## src/pkg/hca_pkg.sv

```systemverilog
// constants and types for the heater current supervision block
package hca_pkg;
    // current values are in 0.1 A units
    localparam int CUR_W = 14;
    localparam logic [13:0] HYST_DA = 14'h0005;
    localparam logic [13:0] SCALE_MIN = 14'h0064;
    localparam logic [13:0] SCALE_MAX = 14'h2710;
    localparam logic [13:0] SCALE_DEF = 14'h01f4;
    localparam logic [6:0] SHORT_ON_PCT = 7'h05;
    localparam logic [6:0] SHORT_OFF_PCT = 7'h03;
    localparam logic [6:0] PCT_FULL = 7'h64;
    localparam logic [1:0] IN_CT = 2'h0;
    localparam logic [1:0] IN_THYR = 2'h1;
    localparam logic [1:0] IN_BUS = 2'h2;
    localparam logic [3:0] PERIOD_MIN = 4'h1;
    localparam logic [3:0] PERIOD_MAX = 4'hf;
    localparam logic [3:0] PERIOD_DEF = 4'h1;
    localparam int unsigned CLK_HZ = 250_000_000;
    localparam int unsigned SLOT_MS = 600;
    localparam longint unsigned SLOT_CYC = longint'(CLK_HZ) / 1000 * SLOT_MS;
    localparam int unsigned MINUTE_S = 60;
    localparam longint unsigned MINUTE_CYC = longint'(CLK_HZ) * MINUTE_S;
    typedef enum logic [1:0] {
        SEQ_IDLE = 2'b00,
        SEQ_SLOT = 2'b01,
        SEQ_WAIT = 2'b10
    } hca_seq_e;
endpackage : hca_pkg

```

## src/hca_top.sv

```systemverilog
// heater current alarms with multi-loop measurement sequencer
`timescale 1ns/1ns
module hca_top #(
    parameter int LOOPS = 3,
    parameter longint unsigned SLOT_CYCLES = hca_pkg::SLOT_CYC,
    parameter longint unsigned MINUTE_CYCLES = hca_pkg::MINUTE_CYC
) (
    input wire logic CLK,
    input wire logic SRST,
    input wire logic [1:0] IN_TYPE,
    input wire logic [13:0] SCALE_SET,
    input wire logic SCALE_WR,
    input wire logic [13:0] HIGH_SET,
    input wire logic HIGH_WR,
    input wire logic [13:0] LOW_SET,
    input wire logic LOW_WR,
    input wire logic SHORT_EN_SET,
    input wire logic SHORT_EN_WR,
    input wire logic [13:0] BUS_CUR_SET,
    input wire logic BUS_CUR_WR,
    input wire logic [3:0] PERIOD_SET,
    input wire logic PERIOD_WR,
    input wire logic [2:0] CAL_PHASE_SET,
    input wire logic CAL_PHASE_WR,
    input wire logic [13:0] CT_CUR,
    input wire logic CT_VALID,
    input wire logic [LOOPS-1:0] LOOP_DEMAND,
    output logic [LOOPS-1:0] HEAT_OUT,
    output logic [LOOPS-1:0] LOW_ALARM,
    output logic [LOOPS-1:0] HIGH_ALARM,
    output logic [LOOPS-1:0] SHORT_ALARM,
    output logic [LOOPS*14-1:0] LOOP_CUR,
    output logic [1:0] IN_TYPE_Q,
    output logic [13:0] SCALE_Q,
    output logic [13:0] HIGH_Q,
    output logic [13:0] LOW_Q,
    output logic SHORT_EN_Q,
    output logic [13:0] BUS_CUR_Q,
    output logic [3:0] PERIOD_Q,
    output logic [2:0] CAL_PHASE_Q
);
    ////////////////////////////////////////////////////////////////////////////
    // parameters
    logic [1:0] type_r;
    logic [13:0] scale_r;
    logic [13:0] high_r;
    logic [13:0] low_r;
    logic short_en_r;
    logic [13:0] bus_r;
    logic [3:0] period_r;
    logic [2:0] cal_r;
    logic type_chg;
    logic [13:0] scale_nxt;
    logic scale_ok;
    logic type_ok;

    assign type_ok = (IN_TYPE <= hca_pkg::IN_BUS);
    assign type_chg = type_ok && (IN_TYPE != type_r);
    assign scale_ok = (SCALE_SET >= hca_pkg::SCALE_MIN) && (SCALE_SET <= hca_pkg::SCALE_MAX);

    always_comb begin
        scale_nxt = scale_r;
        if (type_chg) begin
            scale_nxt = hca_pkg::SCALE_DEF;
        end else if (SCALE_WR && scale_ok) begin
            scale_nxt = SCALE_SET;
        end
    end

    always_ff @(posedge CLK) begin
        if (SRST) begin
            type_r <= hca_pkg::IN_CT;
            scale_r <= hca_pkg::SCALE_DEF;
        end else begin
            if (type_ok) begin
                type_r <= IN_TYPE;
            end
            scale_r <= scale_nxt;
        end
    end

    // thresholds out of range of the new scale fall back: high to the new scale, low to zero
    always_ff @(posedge CLK) begin
        if (SRST) begin
            high_r <= hca_pkg::SCALE_DEF;
            low_r <= '0;
        end else begin
            if (HIGH_WR && HIGH_SET <= scale_nxt) begin
                high_r <= HIGH_SET;
            end else if (high_r > scale_nxt || high_r == scale_r) begin
                high_r <= scale_nxt;
            end
            if (LOW_WR && LOW_SET <= scale_nxt) begin
                low_r <= LOW_SET;
            end else if (low_r > scale_nxt) begin
                low_r <= '0;
            end
        end
    end

    always_ff @(posedge CLK) begin
        if (SRST) begin
            short_en_r <= 1'b1;
            bus_r <= '0;
            period_r <= hca_pkg::PERIOD_DEF;
            cal_r <= 3'h1;
        end else begin
            if (SHORT_EN_WR) begin
                short_en_r <= SHORT_EN_SET;
            end
            if (type_chg) begin
                bus_r <= '0;
            end else if (BUS_CUR_WR && BUS_CUR_SET <= scale_r) begin
                bus_r <= BUS_CUR_SET;
            end else if (bus_r > scale_nxt) begin
                bus_r <= '0;
            end
            if (PERIOD_WR && PERIOD_SET >= hca_pkg::PERIOD_MIN
                    && PERIOD_SET <= hca_pkg::PERIOD_MAX) begin
                period_r <= PERIOD_SET;
            end
            if (CAL_PHASE_WR && CAL_PHASE_SET >= 3'h1 && CAL_PHASE_SET <= 3'h5) begin
                cal_r <= CAL_PHASE_SET;
            end
        end
    end

    ////////////////////////////////////////////////////////////////////////////
    // sequencer: one output per slot, shared transformer sampled at slot end
    hca_pkg::hca_seq_e st_r;
    logic [31:0] slot_cnt_r;
    logic [31:0] min_cnt_r;
    logic [3:0] min_left_r;
    logic [1:0] loop_r;
    logic slot_end;
    logic sample_r;
    logic [LOOPS-1:0] heat_d_r;
    logic [13:0] ct_r;

    // three slots of SLOT_CYCLES keep a full pass inside two seconds
    assign slot_end = (st_r == hca_pkg::SEQ_SLOT) && (slot_cnt_r == 32'(SLOT_CYCLES - 1));

    always_ff @(posedge CLK) begin
        if (SRST) begin
            ct_r <= '0;
        end else if (CT_VALID) begin
            ct_r <= CT_CUR;
        end
    end

    always_ff @(posedge CLK) begin
        if (SRST) begin
            st_r <= hca_pkg::SEQ_IDLE;
            slot_cnt_r <= '0;
            min_cnt_r <= '0;
            min_left_r <= '0;
            loop_r <= '0;
        end else begin
            case (st_r)
                hca_pkg::SEQ_IDLE: begin
                    st_r <= hca_pkg::SEQ_SLOT;
                    slot_cnt_r <= '0;
                    loop_r <= '0;
                end
                hca_pkg::SEQ_SLOT: begin
                    slot_cnt_r <= slot_cnt_r + 32'h1;
                    if (slot_end) begin
                        slot_cnt_r <= '0;
                        if (loop_r == 2'(LOOPS - 1)) begin
                            st_r <= hca_pkg::SEQ_WAIT;
                            min_cnt_r <= '0;
                            min_left_r <= period_r;
                        end else begin
                            loop_r <= loop_r + 2'h1;
                        end
                    end
                end
                hca_pkg::SEQ_WAIT: begin
                    min_cnt_r <= min_cnt_r + 32'h1;
                    if (min_cnt_r == 32'(MINUTE_CYCLES - 1)) begin
                        min_cnt_r <= '0;
                        min_left_r <= min_left_r - 4'h1;
                        if (min_left_r == 4'h1) begin
                            st_r <= hca_pkg::SEQ_IDLE;
                        end
                    end
                end
                default: begin
                    st_r <= hca_pkg::SEQ_IDLE;
                end
            endcase
        end
    end

    // measuring slot overrides demand: only the selected loop drives
    always_ff @(posedge CLK) begin
        if (SRST) begin
            HEAT_OUT <= '0;
        end else if (st_r == hca_pkg::SEQ_SLOT) begin
            HEAT_OUT <= LOOPS'(1) << loop_r;
        end else begin
            HEAT_OUT <= LOOP_DEMAND;
        end
    end

    always_ff @(posedge CLK) begin
        if (SRST) begin
            sample_r <= 1'b0;
            heat_d_r <= '0;
        end else begin
            sample_r <= slot_end || (type_r == hca_pkg::IN_BUS && BUS_CUR_WR);
            heat_d_r <= HEAT_OUT;
        end
    end

    ////////////////////////////////////////////////////////////////////////////
    // high and low alarms per loop, evaluated on each sample; shorted-drive alarm on each off-state reading with the ct input type
    logic [13:0] cur;
    logic [20:0] off_x100;
    logic [20:0] trip_lvl;
    logic [20:0] rel_lvl;
    logic short_ok;
    logic [1:0] samp_loop_r;

    assign cur = (type_r == hca_pkg::IN_BUS) ? bus_r : ct_r;
    assign off_x100 = 21'(cur) * 21'(hca_pkg::PCT_FULL);
    assign trip_lvl = 21'(scale_r) * 21'(hca_pkg::SHORT_ON_PCT);
    assign rel_lvl = 21'(scale_r) * 21'(hca_pkg::SHORT_OFF_PCT);
    assign short_ok = short_en_r && (type_r == hca_pkg::IN_CT);

    always_ff @(posedge CLK) begin
        if (SRST) begin
            samp_loop_r <= '0;
        end else if (slot_end) begin
            samp_loop_r <= loop_r;
        end
    end

    genvar g;
    generate
        for (g = 0; g < LOOPS; g = g + 1) begin : g_loop
            logic sel;
            logic heat_on;
            assign sel = sample_r && (samp_loop_r == 2'(g));
            assign heat_on = LOOP_DEMAND[g];
            always_ff @(posedge CLK) begin
                if (SRST) begin
                    HIGH_ALARM[g] <= 1'b0;
                    LOW_ALARM[g] <= 1'b0;
                    LOOP_CUR[g*14 +: 14] <= '0;
                end else if (sel) begin
                    LOOP_CUR[g*14 +: 14] <= cur;
                    if (high_r == scale_r) begin
                        HIGH_ALARM[g] <= 1'b0;
                    end else if (cur > high_r) begin
                        HIGH_ALARM[g] <= 1'b1;
                    end else if (15'(cur) + 15'(hca_pkg::HYST_DA) <= 15'(high_r)) begin
                        HIGH_ALARM[g] <= 1'b0;
                    end
                    if (low_r == '0) begin
                        LOW_ALARM[g] <= 1'b0;
                    end else if (cur < low_r) begin
                        LOW_ALARM[g] <= 1'b1;
                    end else if (15'(cur) >= 15'(low_r) + 15'(hca_pkg::HYST_DA)) begin
                        LOW_ALARM[g] <= 1'b0;
                    end
                end
            end
            // off-state samples: the reading lags the outputs by one cycle, so both must be off
            always_ff @(posedge CLK) begin
                if (SRST) begin
                    SHORT_ALARM[g] <= 1'b0;
                end else if (!short_ok) begin
                    SHORT_ALARM[g] <= 1'b0;
                end else if (CT_VALID && !heat_on && HEAT_OUT == '0 && heat_d_r == '0) begin
                    if (21'(CT_CUR) * 21'(hca_pkg::PCT_FULL) > trip_lvl) begin
                        SHORT_ALARM[g] <= 1'b1;
                    end else if (21'(CT_CUR) * 21'(hca_pkg::PCT_FULL) < rel_lvl) begin
                        SHORT_ALARM[g] <= 1'b0;
                    end
                end
            end
        end
    endgenerate

    always_ff @(posedge CLK) begin
        if (SRST) begin
            IN_TYPE_Q <= hca_pkg::IN_CT;
            SCALE_Q <= hca_pkg::SCALE_DEF;
            HIGH_Q <= hca_pkg::SCALE_DEF;
            LOW_Q <= '0;
            SHORT_EN_Q <= 1'b1;
            BUS_CUR_Q <= '0;
            PERIOD_Q <= hca_pkg::PERIOD_DEF;
            CAL_PHASE_Q <= 3'h1;
        end else begin
            IN_TYPE_Q <= type_r;
            SCALE_Q <= scale_r;
            HIGH_Q <= high_r;
            LOW_Q <= low_r;
            SHORT_EN_Q <= short_en_r;
            BUS_CUR_Q <= bus_r;
            PERIOD_Q <= period_r;
            CAL_PHASE_Q <= cal_r;
        end
    end

    ////////////////////////////////////////////////////////////////////////////
    // checks
    a_slot_onehot: assert property (@(posedge CLK) disable iff (SRST)
        st_r == hca_pkg::SEQ_SLOT |=> $onehot(HEAT_OUT))
        else $error("more than one output on while measuring");
    a_bus_clear: assert property (@(posedge CLK) disable iff (SRST)
        type_chg |=> bus_r == '0)
        else $error("bus current not cleared on type change");
    a_short_gated: assert property (@(posedge CLK) disable iff (SRST)
        type_r != hca_pkg::IN_CT |=> SHORT_ALARM == '0)
        else $error("shorted-drive alarm outside ct input type");
    a_high_range: assert property (@(posedge CLK) disable iff (SRST)
        high_r <= scale_r)
        else $error("high threshold above scale");
    a_short_en_reset: assert property (@(posedge CLK)
        $fell(SRST) |-> short_en_r)
        else $error("shorted-drive enable not set after reset");
    a_scale_range: assert property (@(posedge CLK) disable iff (SRST)
        scale_r >= hca_pkg::SCALE_MIN && scale_r <= hca_pkg::SCALE_MAX)
        else $error("scale out of range");
    a_period_range: assert property (@(posedge CLK) disable iff (SRST)
        period_r >= hca_pkg::PERIOD_MIN && period_r <= hca_pkg::PERIOD_MAX)
        else $error("period out of range");
    a_low_off: assert property (@(posedge CLK) disable iff (SRST)
        sample_r && low_r == '0 |=> LOW_ALARM[samp_loop_r] == 1'b0)
        else $error("low alarm active while disabled");
    c_pass_done: cover property (@(posedge CLK) st_r == hca_pkg::SEQ_WAIT);
    c_high_trip: cover property (@(posedge CLK) HIGH_ALARM != '0);
    c_short_trip: cover property (@(posedge CLK) SHORT_ALARM != '0);
endmodule : hca_top

```

## config.mk

```make
export PLATFORM = sky130hd
export DESIGN_NAME = hca_top
export DESIGN_NICKNAME = d
export VERILOG_FILES = /design/src/pkg/hca_pkg.sv /design/src/hca_top.sv
export SDC_FILE = /design/constraint.sdc
export NUM_CORES = 1
export LEC_CHECK = 0
export BUFFER_PORTS_ARGS = -buffer_cell sky130_fd_sc_hd__buf_2
export CAP_MARGIN = 0
export CORE_MARGIN = 5
export CORE_UTILIZATION = 49
export CTS_CLUSTER_SIZE = 16
export DETAILED_ROUTE_END_ITERATION = 6
export PLACE_DENSITY = 0.81
export SLEW_MARGIN = 40
export SYNTH_ARGS = -nofsm -noshare
export SYNTH_HDL_FRONTEND = slang
export SYNTH_SLANG_ARGS = --single-unit
```

## constraint.sdc

```tcl
create_clock -name CLK -period 3.9 [get_ports CLK]
set_input_delay 0.39 -clock CLK [delete_from_list [all_inputs] [get_ports CLK]]
set_output_delay 0.39 -clock CLK [all_outputs]
set_load 0.05 [all_outputs]
```

==> impl_metrics.ini <==
[final_layout]
fillers = 2963
final_cells = 2838
ff_latch_area_mm2 = 0.00557
multi_input_area_mm2 = 0.0116
final_nets = 2726
final_common_cell = dfxtp_1
final_util_pct = 60.2
drive_gt1_share_pct = 21.2
final_cell_mix = 275 x dfxtp_1, 253 x ha_1, 223 x nor2_1
syn_to_final_growth_pct = 21.2

[global_routing]
grt_first_pass_wirelength_mm = 87.2
grt_max_degree = 117
grt_antenna_before_repair = 3
grt.total_usage_pct = 26.2
grt_pass1_vias = 16500
overflow = 0

[yosys]
synth-seq-area-share_pct = 31.4
yosys_register_bits = 278
netlist.area_leader.share_pct = 31.4
synth_nets = 2409
syn_inst = 2039
ys_top_cells_by_area = dfxtp_1 31%, ha_1 19%, nor2_1 4.7%
ys_warn_count = 0
yosysTopAreaCell = dfxtp_1
synthFlopType = dfxtp_1
syn-cell-area_mm2 = 0.0177
synth.avg_cell_area_um2 = 8.69
synth_cell_types = 80
synth_edf_count = 0
synthArstFlopShare_pct = 0

[route]
num_vias = 16800
ant_nets = 0
wl_per_cell_um = 19.5
totalWireLength_mm = 55.3
viasPerCell = 5.92
dr.pass1.iters = 6
dr.first_iter.drc_count = 1254
route.detailed.drc = 0

[timing]
fin_crit_ns = 4.06
worst_slew_pin_slew_ns = 0.813
relSlewSlack_pct = 45.8
tns_ns = -0.414
finalClockSkew_ns = 0.0216
max_freq_mhz = 246
hold_viol_final = 0
rsz0062_at_grt = yes
setup_viol = 3
drv_slew = 0
period_share_pct = 104
worst_slack_ns = -0.157

[clock_network]
root_buffer = clkbuf_16
htree_num_levels = 1
path_clk_slew_ns = 0.07
clk_latency_ns = 0.59
clock-sinks = 278
numCtsBuffers = 31
cts_tree = done
cts_max_path_buffers = 3

[critical_path]
critical_path_peak_fanout = 3
critPathArrivalTime_ns = 4.50
path_class = reg -> reg
worstPathRequired_ns = 4.34
startpoint_type = flip-flop
end_kind = flip-flop
ff2ff_setup_slack_ns = -0.16

[worst_hold_path]
hold_path_class = in -> reg

[place]
io_buffers = 212
gp_congestion = 0.961
place_hpwl_mm = 43.1
dp.cells = 2779

[floorplan]
die_h_um = 200
fp.dieArea_mm2 = 0.0401
core.rowCount = 69
die_x_um = 200
start_util_pct = 49.7
coreArea_mm2 = 0.0357
ioPinCount = 213

[outcome]
status = finished, violations left
violations = negative setup slack

[power_and_ir_drop]
p_leak_nw = 9.83
finalPower_mw = 9.52
power_density_mw_per_mm2 = 443
vdd_drop_max_uv = 461

[flow_run]
cap_violations = 0
-- per-stage QoR --
stage	area, um2	worst slack, ns	hold slack [ns]
finish	21500	-0.157	0.0279
global route	21500	-0.337	0.0254
CTS	21400	-0.167	0.00150
detailed placement	20300	-0.524	0.462
global placement	20300	-0.340	0.444
floorplan	17900	-0.0443	0.424
-- flip-flops by register name (all words and copies together), names as in the netlist, 3 cells and up --
name	cells
SCALE_Q	14
CAL_PHASE_Q	3
period_r	4
LOW_ALARM	3
min_cnt_r	32
LOOP_CUR	42
PERIOD_Q	4
SHORT_ALARM	3
LOW_Q	14
HIGH_Q	14
cal_r	3
min_left_r	4
BUS_CUR_Q	14
high_r	14
slot_cnt_r	32
HIGH_ALARM	3
HEAT_OUT	3
heat_d_r	3
bus_r	14
ct_r	14
low_r	14
scale_r	14
-- worst max-delay path: stages (launching register included) --
cell      delay (ns)
dfxtp_2         0.34
ha_4            0.24
ha_4            0.16
fa_2            0.39
a21o_1          0.20
a21oi_2         0.14
o21bai_1        0.10
a21oi_2         0.18
o21ai_2         0.09
a21o_1          0.17
a21oi_2         0.13
xor2_1          0.19
ha_1            0.26
and3_4          0.18
a221o_1         0.32
a221oi_2        0.27
o21ai_1         0.11
o31ai_2         0.30
o22ai_1         0.14
-- metal layers --
metal	global-route usage, %	share of wire, %	vias to the layer above
li1	-	-	7967
met1	34.3	43	7991
met2	44.3	46	700
met3	4.11	7.1	128
met4	8.97	3.7	2
met5	0	0.023	-
-- what timing repair did --
action,in CTS,in global routing
hold endpoints to repair,1,0
endpoints found under the setup margin,3,30
hold buffers,2,0
pin swaps,17,4
resized for setup,8,11
buffers inserted,3,0
-- power by group --
part / internal, mW / switching, mW / leakage, nW / total (mW)
sequential: 3.00 / 0.174 / 2.26 / 3.17
combinational: 1.43 / 1.92 / 7.07 / 3.35
clock: 1.76 / 1.24 / 0.501 / 3.00
-- worst paths after layout --
kind                                  from        endpoint  cells after the start
worst min register to register    cal_r[2]        cal_r[2]                      2
worst max register to register  scale_r[1]  SHORT_ALARM[0]                     18
worst min-delay path            IN_TYPE[0]       type_r[1]                      2
worst max-delay path            scale_r[1]  SHORT_ALARM[0]                     18
-- kinds of logic (layout without fill, tap and decap cells) --
logic type	count (synthesis)	in the layout	synth area share, %
and+or+nand+nor	675	675	19.5
AOI/OAI and AO/OA	465	465	17.6
DFF	278	278	31.4
adders and majority gates	277	277	20.0
buffers and inverters	214	550	4.76
xor gates and xnor gates	91	91	4.50
muxes	39	39	2.20
other	0	2	0
-- cell type report --
| cell class | count | area share (%) |
|---|---|---|
| Tap cell | 461 | 2.69 |
| Timing Repair Buffer | 353 | 9.93 |
| Antenna cell | 2 | 0.0233 |
| Sequential cell | 278 | 25.9 |
| Multi-Input combinational cell | 1547 | 54.1 |
| Clock buffer | 39 | 4.03 |
| Inverter | 145 | 2.53 |
| Clock inverter | 13 | 0.769 |
-- synthesized netlist by cell type (all sizes together) (6+ instances only) --
cell    count
nor4       28
ha        266
o21ai      74
and4        8
a31oi      15
a21oi     129
and3       23
a21o       28
o311ai      7
or3        12
o31ai       6
o21a       25
a41oi       8
nor2b      50
fa         11
clkbuf     54
a211o       8
inv       145
nand2b     22
nor3b       6
xnor2      67
nor3       50
a311oi      9
buf        15
dfxtp     278
xor2       24
nand3      49
and2        9
nor2      225
nand4      36
o211ai     23
a211oi     58
a22o       28
nand3b      6
mux2i      39
nor4b       6
nand2     104
or2        26
Note: power is estimated with default switching activity, not from simulation.
